File: config.mk
export PLATFORM = sky130hd
export DESIGN_NAME = atd_task_file_ctl
export DESIGN_NICKNAME = d
export VERILOG_FILES = /design/src/hdl/atd_pkg.sv /design/src/hdl/atd_cmd_decode.sv /design/src/hdl/atd_task_file_ctl.sv
export SDC_FILE = /design/constraint.sdc
export NUM_CORES = 1
export LEC_CHECK = 0
export ABC_AREA = 1
export ABC_CLOCK_PERIOD_IN_PS = 2500
export BUFFER_PORTS_ARGS = -buffer_cell sky130_fd_sc_hd__buf_2
export CELL_PAD_IN_SITES_DETAIL_PLACEMENT = 1
export CELL_PAD_IN_SITES_GLOBAL_PLACEMENT = 1
export CORE_MARGIN = 2
export CORE_UTILIZATION = 45
export CTS_CLUSTER_DIAMETER = 60
export DETAILED_ROUTE_END_ITERATION = 7
export PLACE_DENSITY = 0.93
export REMOVE_ABC_BUFFERS = 1
export SLEW_MARGIN = 5
export SYNTH_ARGS = -nofsm -noshare
export SYNTH_HDL_FRONTEND = slang
export SYNTH_SLANG_ARGS = --single-unit
export TNS_END_PERCENT = 10
File: constraint.sdc
create_clock -name mclk_i -period 2.5 [get_ports mclk_i]
set_input_delay 0.5 -clock mclk_i [delete_from_list [all_inputs] [get_ports mclk_i]]
set_output_delay 0.5 -clock mclk_i [all_outputs]
set_load 0.01 [all_outputs]
File: src/hdl/atd_pkg.sv
// Package of constants and types for the task file control and command decode block
package atd_pkg;
	// ----------------------------------------
	// Register offsets
	// ----------------------------------------
	localparam logic [3:0] ATD_OFS_DEVICE_CONTROL = 4'he;
	localparam logic [3:0] ATD_OFS_DRIVE_ADDRESS = 4'hf;
	localparam logic [3:0] ATD_OFS_FEATURES = 4'h1;
	localparam logic [3:0] ATD_OFS_DRIVE_HEAD = 4'h6;
	localparam logic [3:0] ATD_OFS_COMMAND = 4'h7;
	localparam logic [9:0] ATD_IO_CTL_PRIMARY = 10'h3f6;
	localparam logic [9:0] ATD_IO_CTL_SECONDARY = 10'h376;
	localparam logic [9:0] ATD_IO_ADR_PRIMARY = 10'h3f7;
	localparam logic [9:0] ATD_IO_ADR_SECONDARY = 10'h377;
	// ----------------------------------------
	// Field positions and reset values
	// ----------------------------------------
	localparam int ATD_DC_SOFT_RESET_BIT = 2;
	localparam int ATD_DC_INT_DISABLE_BIT = 1;
	localparam int ATD_DH_DRIVE_BIT = 4;
	localparam logic ATD_INT_DISABLE_RST = 1'h0;
	localparam logic ATD_SOFT_RESET_RST = 1'h0;
	localparam logic [7:0] ATD_DRIVE_HEAD_RST = 8'ha0;
	// ----------------------------------------
	// Key management sub-functions
	// ----------------------------------------
	localparam logic [7:0] ATD_KEY_OPCODE = 8'hb9;
	localparam logic [7:0] ATD_KEY_READ_MATERIAL = 8'h80;
	localparam logic [7:0] ATD_KEY_CHANGE_VALUE = 8'h81;

	typedef enum logic [1:0] {
		ATD_USE_NONE,
		ATD_USE_VALID,
		ATD_USE_DRIVE,
		ATD_USE_SPECIFIC
	} atd_use_e;

	typedef enum logic [2:0] {
		ATD_KEY_NONE,
		ATD_KEY_STRUCT_READ,
		ATD_KEY_MATERIAL,
		ATD_KEY_CHANGE,
		ATD_KEY_OTHER
	} atd_key_e;

	// Decoded command: which task-file registers carry parameters
	typedef struct packed {
		logic known;
		logic write_op;
		logic lba_ok;
		atd_use_e feat;
		atd_use_e count;
		atd_use_e number;
		atd_use_e cyl;
		atd_use_e drvhd;
		atd_key_e key;
	} atd_cmd_s;

	// Host register bus access
	typedef struct packed {
		logic io_mode;
		logic secondary;
		logic [9:0] io_addr;
		logic [3:0] offset;
		logic wr;
		logic rd;
		logic [7:0] wdata;
	} atd_bus_s;
endpackage

File: src/hdl/atd_cmd_decode.sv
// Command opcode decoder giving parameter usage per task-file register
`timescale 1ns/1ps
module atd_cmd_decode
	import atd_pkg::*;
(
	// Command and features
	input wire logic [7:0] opcode_i,
	input wire logic [7:0] features_param_i,
	// Decode
	output atd_cmd_s cmd_o
);
	function automatic atd_cmd_s mk(input logic wr, input logic lba, input atd_use_e fr,
		input atd_use_e sc, input atd_use_e sn, input atd_use_e cy, input atd_use_e dh);
		atd_cmd_s c;
		c.known = 1'b1;
		c.write_op = wr;
		c.lba_ok = lba;
		c.feat = fr;
		c.count = sc;
		c.number = sn;
		c.cyl = cy;
		c.drvhd = dh;
		c.key = ATD_KEY_NONE;
		return c;
	endfunction

	always_comb begin
		atd_cmd_s c;
		c = '0;
		// Drive-only commands take no address
		if (opcode_i[7:4] == 4'h1) begin
			c = mk(1'b0, 1'b0, ATD_USE_NONE, ATD_USE_NONE, ATD_USE_NONE, ATD_USE_NONE,
				ATD_USE_DRIVE);
		end else if (opcode_i[7:4] == 4'h7) begin
			c = mk(1'b0, 1'b1, ATD_USE_NONE, ATD_USE_NONE, ATD_USE_VALID, ATD_USE_VALID,
				ATD_USE_VALID);
		end else begin
			unique case (opcode_i)
				8'h20, 8'h21, 8'h40, 8'h41, 8'hc4, 8'hc8, 8'hc0, 8'h87:
					c = mk(1'b0, 1'b1, ATD_USE_NONE, ATD_USE_VALID, ATD_USE_VALID,
						ATD_USE_VALID, ATD_USE_VALID);
				8'h30, 8'h31, 8'hc5, 8'hca, 8'h38, 8'hcd, 8'h3c:
					c = mk(1'b1, 1'b1, ATD_USE_NONE, ATD_USE_VALID, ATD_USE_VALID,
						ATD_USE_VALID, ATD_USE_VALID);
				8'h22, 8'h23:
					c = mk(1'b0, 1'b1, ATD_USE_NONE, ATD_USE_NONE, ATD_USE_VALID,
						ATD_USE_VALID, ATD_USE_VALID);
				8'h32, 8'h33:
					c = mk(1'b1, 1'b1, ATD_USE_NONE, ATD_USE_NONE, ATD_USE_VALID,
						ATD_USE_VALID, ATD_USE_VALID);
				8'h50:
					c = mk(1'b1, 1'b1, ATD_USE_NONE, ATD_USE_VALID, ATD_USE_NONE,
						ATD_USE_VALID, ATD_USE_VALID);
				8'h91:
					c = mk(1'b0, 1'b0, ATD_USE_NONE, ATD_USE_VALID, ATD_USE_NONE,
						ATD_USE_NONE, ATD_USE_VALID);
				8'hf5:
					c = mk(1'b0, 1'b0, ATD_USE_NONE, ATD_USE_NONE, ATD_USE_NONE,
						ATD_USE_NONE, ATD_USE_VALID);
				8'he3, 8'h97, 8'hc6:
					c = mk(1'b0, 1'b0, ATD_USE_NONE, ATD_USE_VALID, ATD_USE_NONE,
						ATD_USE_NONE, ATD_USE_DRIVE);
				8'hef:
					c = mk(1'b0, 1'b0, ATD_USE_VALID, ATD_USE_NONE, ATD_USE_NONE,
						ATD_USE_NONE, ATD_USE_DRIVE);
				8'hf3:
					c = mk(1'b0, 1'b0, ATD_USE_NONE, ATD_USE_SPECIFIC, ATD_USE_SPECIFIC,
						ATD_USE_SPECIFIC, ATD_USE_DRIVE);
				8'he8:
					c = mk(1'b1, 1'b0, ATD_USE_NONE, ATD_USE_NONE, ATD_USE_NONE,
						ATD_USE_NONE, ATD_USE_DRIVE);
				8'he5, 8'h98, 8'h90, 8'he7, 8'hec, 8'he1, 8'h95, 8'h00, 8'he4, 8'h03,
				8'hf6, 8'hf4, 8'hf1, 8'hf2, 8'he6, 8'h99, 8'he2, 8'h96, 8'he0, 8'h94:
					c = mk(1'b0, 1'b0, ATD_USE_NONE, ATD_USE_NONE, ATD_USE_NONE,
						ATD_USE_NONE, ATD_USE_DRIVE);
				ATD_KEY_OPCODE: begin
					c = mk(1'b0, 1'b0, ATD_USE_SPECIFIC, ATD_USE_SPECIFIC, ATD_USE_SPECIFIC,
						ATD_USE_SPECIFIC, ATD_USE_SPECIFIC);
					if (features_param_i == ATD_KEY_READ_MATERIAL) begin
						c.key = ATD_KEY_MATERIAL;
					end else if (features_param_i == ATD_KEY_CHANGE_VALUE) begin
						c.key = ATD_KEY_CHANGE;
						c.write_op = 1'b1;
					end else if (!features_param_i[7]) begin
						c.key = ATD_KEY_STRUCT_READ;
					end else begin
						c.key = ATD_KEY_OTHER;
					end
				end
				default: c = '0;
			endcase
		end
		cmd_o = c;
	end
endmodule // atd_cmd_decode

File: src/hdl/atd_task_file_ctl.sv
// Task file device control, drive address readback and command decode top
// ----------------------------------------
// Summary of operation
// - Device control decoded at offset Eh, I/O 3F6h primary or 376h secondary.
// - Device control writes accepted always, even while busy locks other registers.
// - Written bits D7..D3 and D0 of device control are ignored.
// - D2 set holds controller in soft reset until host clears it.
// - Soft reset leaves card configuration registers unchanged; hardware reset reinitialises.
// - D1 is active-low interrupt enable; one suppresses every interrupt request.
// - D1 also gates the interrupt flag in configuration-and-status register.
// - Interrupt disable bit cleared at power-on and hardware reset; soft reset leaves it unchanged.
// - Drive address readback at offset Fh, I/O 3F7h or 377h.
// - Optional configuration ignores 3F7h/377h; host must not rely on it.
// - D6 reads zero while a write is in progress, else one.
// - D5..D2 read inverted head-select bits 3..0 of drive/head.
// - D1 low when drive 1 selected and present, D0 low when drive 0 selected and present.
// - Alternative opcode pairs decode alike; recalibrate and seek ignore low nibble.
// - Write-without-erase 38h and CDh decoded with full address parameters.
// - Registers treated meaningful only where command marks them valid.
// - Drive-only commands examine only drive bit, ignore other parameters.
// - Key management B9 subdivided by features value, other registers specific.
// - Media-access commands accept LBA; drive-only commands take no address.
// - Drive/head bit 4 selects drive 0 or 1 for select flags.
// ----------------------------------------
`timescale 1ns/1ps
module atd_task_file_ctl
	import atd_pkg::*;
(
	// Clock and reset
	input wire logic mclk_i,
	input wire logic rstn_i,
	// Host register bus
	input wire logic bus_io_mode_i,
	input wire logic bus_secondary_i,
	input wire logic [9:0] bus_io_addr_i,
	input wire logic [3:0] bus_offset_i,
	input wire logic bus_wr_i,
	input wire logic bus_rd_i,
	input wire logic [7:0] bus_wdata_i,
	output logic [7:0] bus_rdata_o,
	output logic [7:0] bus_rdata_oe_o,
	// Configuration
	input wire logic ignore_drive_address_i,
	input wire logic drive_present_i,
	// Card core status
	input wire logic busy_i,
	input wire logic write_active_i,
	input wire logic irq_request_i,
	// Control outputs
	output logic soft_reset_o,
	output logic irq_o,
	output logic config_int_flag_o,
	output logic cmd_strobe_o,
	output atd_cmd_s cmd_o,
	output logic [7:0] drive_head_param_o,
	output logic [7:0] features_param_o
);
	// ----------------------------------------
	// Bus decode
	// ----------------------------------------
	// Pin-level strobes pass two flip-flops before decode
	atd_bus_s bus_meta_r;
	atd_bus_s bus_sync_r;
	logic wr_q_r;
	logic rd_q_r;
	logic soft_reset_request_r;
	logic interrupt_disable_n_r;
	logic [7:0] drive_head_r;
	logic [7:0] features_r;
	logic [7:0] opcode_r;
	logic write_gate_meta_r;
	logic write_gate_sync_r;
	logic cmd_go_r;
	atd_cmd_s cmd_w;
	logic wr_edge;
	logic rd_edge;

	always_ff @(posedge mclk_i or negedge rstn_i) begin
		if (!rstn_i) begin
			bus_meta_r <= '0;
			bus_sync_r <= '0;
			wr_q_r <= 1'b0;
			rd_q_r <= 1'b0;
		end else begin
			bus_meta_r <= '{bus_io_mode_i, bus_secondary_i, bus_io_addr_i, bus_offset_i,
				bus_wr_i, bus_rd_i, bus_wdata_i};
			bus_sync_r <= bus_meta_r;
			wr_q_r <= bus_sync_r.wr;
			rd_q_r <= bus_sync_r.rd;
		end
	end

	assign wr_edge = bus_sync_r.wr && !wr_q_r;
	assign rd_edge = bus_sync_r.rd && !rd_q_r;

	function automatic logic hit(input atd_bus_s b, input logic [3:0] ofs,
		input logic [9:0] io_pri, input logic [9:0] io_sec);
		if (b.io_mode) begin
			return b.io_addr == (b.secondary ? io_sec : io_pri);
		end
		return b.offset == ofs;
	endfunction

	logic ctl_hit;
	logic adr_hit;
	logic task_hit;
	assign ctl_hit = hit(bus_sync_r, ATD_OFS_DEVICE_CONTROL, ATD_IO_CTL_PRIMARY,
		ATD_IO_CTL_SECONDARY);
	assign adr_hit = hit(bus_sync_r, ATD_OFS_DRIVE_ADDRESS, ATD_IO_ADR_PRIMARY,
		ATD_IO_ADR_SECONDARY) && !ignore_drive_address_i;
	// Task-file writes are locked out while busy
	assign task_hit = wr_edge && !busy_i && !bus_sync_r.io_mode;

	// ----------------------------------------
	// Device control
	// ----------------------------------------
	// Only hardware reset or a host write clears these; soft reset does not touch them
	always_ff @(posedge mclk_i or negedge rstn_i) begin
		if (!rstn_i) begin
			soft_reset_request_r <= ATD_SOFT_RESET_RST;
			interrupt_disable_n_r <= ATD_INT_DISABLE_RST;
		end else if (wr_edge && ctl_hit) begin
			soft_reset_request_r <= bus_sync_r.wdata[ATD_DC_SOFT_RESET_BIT];
			interrupt_disable_n_r <= bus_sync_r.wdata[ATD_DC_INT_DISABLE_BIT];
		end
	end

	always_ff @(posedge mclk_i or negedge rstn_i) begin
		if (!rstn_i) begin
			soft_reset_o <= 1'b0;
			irq_o <= 1'b0;
			config_int_flag_o <= 1'b0;
		end else begin
			soft_reset_o <= soft_reset_request_r;
			irq_o <= irq_request_i && !interrupt_disable_n_r && !soft_reset_request_r;
			config_int_flag_o <= irq_request_i && !interrupt_disable_n_r;
		end
	end

	// ----------------------------------------
	// Task-file parameter capture
	// ----------------------------------------
	always_ff @(posedge mclk_i or negedge rstn_i) begin
		if (!rstn_i) begin
			drive_head_r <= ATD_DRIVE_HEAD_RST;
			features_r <= '0;
			opcode_r <= '0;
			cmd_go_r <= 1'b0;
		end else if (soft_reset_request_r) begin
			drive_head_r <= ATD_DRIVE_HEAD_RST;
			cmd_go_r <= 1'b0;
		end else begin
			cmd_go_r <= 1'b0;
			if (task_hit && bus_sync_r.offset == ATD_OFS_DRIVE_HEAD) begin
				drive_head_r <= bus_sync_r.wdata;
			end
			if (task_hit && bus_sync_r.offset == ATD_OFS_FEATURES) begin
				features_r <= bus_sync_r.wdata;
			end
			if (task_hit && bus_sync_r.offset == ATD_OFS_COMMAND) begin
				opcode_r <= bus_sync_r.wdata;
				cmd_go_r <= 1'b1;
			end
		end
	end

	atd_cmd_decode u_decode (
		.opcode_i(opcode_r),
		.features_param_i(features_r),
		.cmd_o(cmd_w)
	);

	always_ff @(posedge mclk_i or negedge rstn_i) begin
		if (!rstn_i) begin
			cmd_strobe_o <= 1'b0;
			cmd_o <= '0;
			drive_head_param_o <= ATD_DRIVE_HEAD_RST;
			features_param_o <= '0;
		end else begin
			cmd_strobe_o <= cmd_go_r;
			if (cmd_go_r) begin
				cmd_o <= cmd_w;
				// Drive-only commands expose just the drive bit
				drive_head_param_o <= (cmd_w.drvhd == ATD_USE_DRIVE) ?
					(drive_head_r & 8'h10) : drive_head_r;
				features_param_o <= (cmd_w.feat == ATD_USE_NONE) ? 8'h00 : features_r;
			end
		end
	end

	// ----------------------------------------
	// Drive address readback
	// ----------------------------------------
	always_ff @(posedge mclk_i or negedge rstn_i) begin
		if (!rstn_i) begin
			write_gate_meta_r <= 1'b0;
			write_gate_sync_r <= 1'b0;
		end else begin
			write_gate_meta_r <= write_active_i;
			write_gate_sync_r <= write_gate_meta_r;
		end
	end

	// Output enable stays high for the whole read strobe so the bus is stable
	always_ff @(posedge mclk_i or negedge rstn_i) begin
		if (!rstn_i) begin
			bus_rdata_o <= '0;
			bus_rdata_oe_o <= '0;
		end else if (bus_sync_r.rd && adr_hit) begin
			bus_rdata_o[7] <= 1'b0;
			bus_rdata_o[6] <= !write_gate_sync_r;
			bus_rdata_o[5:2] <= ~drive_head_r[3:0];
			bus_rdata_o[1] <= !(drive_present_i && drive_head_r[ATD_DH_DRIVE_BIT]);
			bus_rdata_o[0] <= !(drive_present_i && !drive_head_r[ATD_DH_DRIVE_BIT]);
			bus_rdata_oe_o <= 8'h7f;
		end else begin
			bus_rdata_o <= '0;
			bus_rdata_oe_o <= '0;
		end
	end

	logic unused_rd;
	assign unused_rd = rd_edge;
endmodule // atd_task_file_ctl

# After elaboration in Yosys (flattened, before gate mapping)
# Index checks and enable logic that the tools add are counted.
# word_totals
in_bits	33
out_inout_bits	52
ff_bits	134
elab_cells	159
# classes
bitwise_logic	2
eq_ne	60
n_mux	23
n_reduce_logical	34
# ops
op	count
== test 8 bit (second input constant)	36
one-hot mux 16 bit (13 select lines)	1
== test 8 x 6 -> 1 bit (second input constant)	10
two-way mux 8 bit	6
two-way mux 16 bit	2
== test 8 x 7 -> 1 bit (second input constant)	3
== test 10 bit	2
OR reduction 20 bit	1
two-way mux 7 bit	2
logical AND 1 bit	13
== test 4 x 3 -> 1 bit (second input constant)	3
logical NOT 1 bit	10
two-way mux 1 bit	9
two-way mux 3 bit	3
== test 4 x 1 -> 1 bit (second input constant)	2
== test 4 bit (second input constant)	2
== test 8 x 2 -> 1 bit (second input constant)	1
logical NOT 8 bit	1
OR reduction 8 bit	1
OR reduction 7 bit	1
NOT 4 bit	1
AND reduction 2 bit	2
OR reduction 2 bit	2
OR reduction 3 bit	1
4 further kinds	4

# Depth between registers and ports, before layout
# depth
ltp_word	8
mapped_depth	13
ltp_nobuf	13

# Hierarchy
# A second synthesis with hierarchy kept.
# unflattened
hier_cells	496
area_unflattened_um2	4952.2
# modules_own_cells
mod	n_inst	seq_area_each_um2	cells_per_inst	area_per_inst_um2
atd_task_file_ctl	1	3158.0	350	4300.4
atd_cmd_decode	1	0.0	146	651.9

# Worst setup path before layout
# Ideal clock, no wire load.
# synth_path
path_kind	register to register
startpoint	register opcode_r[3]
endpoint	register drive_head_param_o[1]
setup_ns	0.116
required_time_ns	2.384
setup_slack_ns	1.060
period_less_slack_ns	1.440
path_buffers	0
arrival_ns	1.323
stages_incl_launch_ff	13
cell_sequence	dfrtp_1 > inv_2 > nor2_2 > nand2_1 > nand2_1 > nand2_1 > nand3_2 > nor2_2 > nand3_2 > nor2_4 > nand2_4 > nand2_1 > nand2_1
# synth_between
elab_chain_cells	7
elab_cells_between_ends	60
cone_classes	eq/ne (49); mux (4); reduce/logical (7)
# synth_rtl
element	line	text
from (decl)	atd_task_file_ctl.sv:70	logic [7:0] opcode_r;
from (signal assigned)	atd_task_file_ctl.sv:161	opcode_r <= bus_sync_r.wdata;
== test 8 bit (tied with other cells)	atd_cmd_decode.sv:38	unique case (opcode_i)
OR reduction 20 bit (tied with other cells)	atd_cmd_decode.sv:38	
one-hot mux 16 bit (13 select lines) (*)	atd_cmd_decode.sv:38	
two-way mux 16 bit (*)	atd_cmd_decode.sv:34	end else if (opcode_i[7:4] == 4'h7) begin
two-way mux 16 bit (*)	atd_cmd_decode.sv:31	if (opcode_i[7:4] == 4'h1) begin
== test 2 bit (*)	atd_task_file_ctl.sv:184	drive_head_param_o <= (cmd_w.drvhd == ATD_USE_DRIVE) ?
two-way mux 8 bit (*)	atd_task_file_ctl.sv:184	
to (signal assigned)	atd_task_file_ctl.sv:184	
to (decl)	atd_task_file_ctl.sv:55	output logic [7:0] drive_head_param_o,
# Mark *: on every way between the ends. The rest lies on a longest branch, timed or not.
# A chain may end at the register's enable or synchronous reset.

# Worst setup path after layout
# layout_path
startpoint	register wr_q_r
endpoint	register features_r[1]
# layout_between
elab_chain_cells	6
# layout_rtl
element	line	text
from (decl)	atd_task_file_ctl.sv:64	logic wr_q_r;
from (signal assigned)	atd_task_file_ctl.sv:88	wr_q_r <= bus_sync_r.wr;
logical NOT 1 bit	atd_task_file_ctl.sv:93	assign wr_edge = bus_sync_r.wr && !wr_q_r;
logical AND 1 bit	atd_task_file_ctl.sv:93	
logical AND 1 bit (2 in series)	atd_task_file_ctl.sv:112	assign task_hit = wr_edge && !busy_i && !bus_sync_r.io_mode;
logical AND 1 bit	atd_task_file_ctl.sv:157	if (task_hit && bus_sync_r.offset == ATD_OFS_FEATURES) begin
AND reduction 2 bit (no line)	n/a	
to (signal assigned)	atd_task_file_ctl.sv:158	features_r <= bus_sync_r.wdata;
to (decl)	atd_task_file_ctl.sv:69	logic [7:0] features_r;
# Every way passes these cells.

==> results.json <==
{
  "critical_path_class": "register to register",
  "holdCritStartpoint": "bus_io_addr_i[9]",
  "multiInputGateArea_um2": 1339,
  "track_usage_pct": 25.27,
  "netlist_area_um2": 4802,
  "cp.arrival_ns": 2.36,
  "worstReg2RegEnd": "features_r[1]",
  "cts.clk_slew.worst_paths_ns": 0.07,
  "cts_buffer_depth": 2,
  "dp_cells": 704,
  "min_period_ns": 1.970,
  "drive_gt1_share_pct": 23.63,
  "coreArea_um2": 10320,
  "wl_per_cell_um": 18.01,
  "die_w_um": 107.3,
  "nFillCells": 1208,
  "die_y_um": 107.3,
  "timing.rr.start": "wr_q_r",
  "crit_path_end_kind": "register",
  "grt_pass1_vias": 4141,
  "reg2regPathDepth": 5,
  "grt_pass1_wl_um": 21740,
  "ys_seq_elements": 124,
  "ys_types": 32,
  "grt_max_degree": 48,
  "fp-row-count": 37,
  "nNetsFinal": 621,
  "power_uw": 4942,
  "min_to": "bus_meta_r[23]",
  "clk_root_buffer_cell": "clkbuf_8",
  "max_slew_margin_pct": 39.65,
  "start_util_pct": 46.52,
  "cts_tree": "built",
  "seqCellArea_um2": 3108,
  "drc": 0,
  "dpl.hpwl_um": 9079,
  "synthCells": 499,
  "post-cts-setup-buffers": 0,
  "drtAntennaViolNets": 0,
  "powerDensity_nw_per_um2": 839.4,
  "fin_skew_ns": 0.01074,
  "area_delta_synth_final_pct": 22.59,
  "die_area_um2": 11510,
  "rsz0062_at_grt": "no",
  "syn_area_per_cell_um2": 9.623,
  "clock_sinks": 124,
  "tightest_slew_ns": 0.9042,
  "hold_viol": 0,
  "gp_congestion": 0.8377,
  "synth.yosys.warnings": 0,
  "pin_count": 85,
  "fmax_mhz": 507.6,
  "overflow": 0,
  "cts_made_buffers": 17,
  "start_kind": "register",
  "holdPathStages": 1,
  "wl_um": 13280,
  "finalSetupViolCount": 0,
  "vias": 3744,
  "antenna_cells": 0,
  "report.final.slew_viol_count": 0,
  "regToRegSetupSlack_ns": 0.53,
  "final_cells": 737,
  "ir_worst_vdd_mv": 0.4558,
  "viasPerCell": 5.080,
  "post-route-period-util_pct": 78.80,
  "outcome": "finished, final reports clean",
  "critical_path_required_ns": 2.89,
  "drt_iter0_drc": 227,
  "clk_latency_ns": 0.52,
  "port_buffers": 82,
  "final.setup.tns_ns": 0,
  "maxCapViolCount": 0,
  "drt-pass1-iter-count": 4,
  "antenna_found_initial": 0,
  "worst-path-max-fanout": 16,
  "p_leak_uw": 0.003244,
  "hp-class": "input pin to register",
  "cts_htree_levels": 4,
  "ys_seq_area_share_pct": 64.72
}
cells in the mapped netlist:
| cell type | count | area [um^2] |
|---|---|---|
| nand3_1 | 17 | 85.08 |
| o22ai_1 | 1 | 6.260 |
| nand2_1 | 147 | 551.8 |
| clkbuf_1 | 4 | 15.01 |
| nor3_2 | 1 | 10.01 |
| inv_2 | 4 | 15.01 |
| o21ai_0 | 41 | 205.2 |
| clkbuf_8 | 2 | 27.53 |
| nor2_2 | 6 | 37.54 |
| a21o_1 | 1 | 7.510 |
| buf_4 | 10 | 75.07 |
| nand3_2 | 2 | 20.02 |
| dfrtp_1 | 120 | 3003 |
| nand2_2 | 1 | 6.260 |
| nand4_1 | 6 | 37.54 |
| conb_1 | 1 | 3.750 |
| nor2_1 | 43 | 161.4 |
| xnor2_1 | 1 | 8.760 |
| o31ai_1 | 1 | 7.510 |
| inv_1 | 59 | 221.5 |
| or2_2 | 2 | 12.51 |
| nor2_4 | 2 | 22.52 |
| a21oi_1 | 9 | 45.04 |
| nand2_4 | 1 | 11.26 |
| nor4_4 | 1 | 21.27 |
| and3_1 | 1 | 6.260 |
| nand3b_1 | 1 | 7.510 |
| buf_2 | 1 | 5.000 |
| nor3_1 | 5 | 25.02 |
| o211ai_1 | 3 | 22.52 |
| nand4_2 | 1 | 12.51 |
| dfstp_2 | 4 | 105.1 |
metal layers:
metal  global-route usage (%)  wire [um]  vias to the layer above
li1                         -          -                     1725
met1                    29.12       5236                     1861
met2                    44.80       7067                      116
met3                    4.298        490                       42
met4                    13.45        481                        0
met5                        0          0                        -
area by class of cell:
type | instances | share of cell area (%)
clock buffers | 17 | 7.035
clock inverters | 15 | 2.529
inverters | 63 | 4.017
multi-input cells | 296 | 22.74
flip-flops and latches | 124 | 52.79
well taps | 136 | 2.891
repair buffers | 86 | 7.991
cell families (layout without fill, tap and decap cells):
logic type	after synthesis	count (layout)	synth area share (%)
AOI/OAI and AO/OA	56	56	6.123
xor gates and xnor gates	1	1	0.1824
buffers and inverters	80	181	7.478
DFF	124	124	64.72
other	1	2	0.07809
and+or+nand+nor	237	237	21.42
state kept, by name (all words and copies together), names as in the netlist, 7 cells and up:
register and count:
bus_meta_r 26, bus_rdata_o 7, bus_sync_r 26, cmd_o 14
drive_head_param_o 8, drive_head_r 8, features_param_o 8, features_r 8
opcode_r 8
worst max-delay path: stages, from the launching register on:
cell     delay [ns]
dfrtp_1        0.38
nor2_1         0.16
nand2_1        0.17
inv_1          0.09
nand4_1        0.49
o21ai_0        0.54
stage by stage:
step / hold slack, ns / cell area, um^2 / setup WS [ns] / util, %
2_1_floorplan: 0.2044 / 4683 / 1.058 / -
3_3_place_gp: 0.3327 / 5314 / 0.7201 / 51.47
3_5_place_dp: 0.3372 / 5314 / 0.6398 / 51.47
4_1_cts: 0.06812 / 5887 / 0.5627 / 57.02
5_1_grt: 0.07098 / 5887 / 0.3654 / 57.02
6_report: 0.07960 / 5887 / 0.5299 / 57.02
cell usage in the layout (no fill, tap or decap), types with 5 or more instances in the layout:
master and count:
a21oi_1 9, buf_2 81, clkbuf_16 16, dfrtp_1 120, inv_1 59, inv_6 7
nand2_1 147, nand3_1 17, nand4_1 6, nor2_1 43, nor2_2 6, nor3_1 5
o21ai_0 41
where the power goes:
part	total, uW	internal, uW	switching [uW]
clock network	2370	1350	1020
registers	2200	2110	85.1
logic	376	116	260
worst max-delay path by stage:
stage                  startpoint                    end  slack (ns)  cells after the start
finish                     wr_q_r          features_r[1]        0.53                      5
global route        bus_sync_r[9]          features_r[1]        0.37                      6
CTS                 bus_sync_r[9]        drive_head_r[0]        0.56                      8
detailed placement         busy_i          features_r[6]        0.64                      6
global placement           busy_i            opcode_r[4]        0.72                      5
floorplan             opcode_r[3]  drive_head_param_o[0]        1.06                     12
timing repair:
action / in CTS / in global routing
hold endpoints to repair: 21 / 0
gates resized for setup: 0 / 0
setup endpoints to repair: 0 / 0
hold buffers: 1 / 0
No activity file was read; power rests on OpenSTA's default activity.
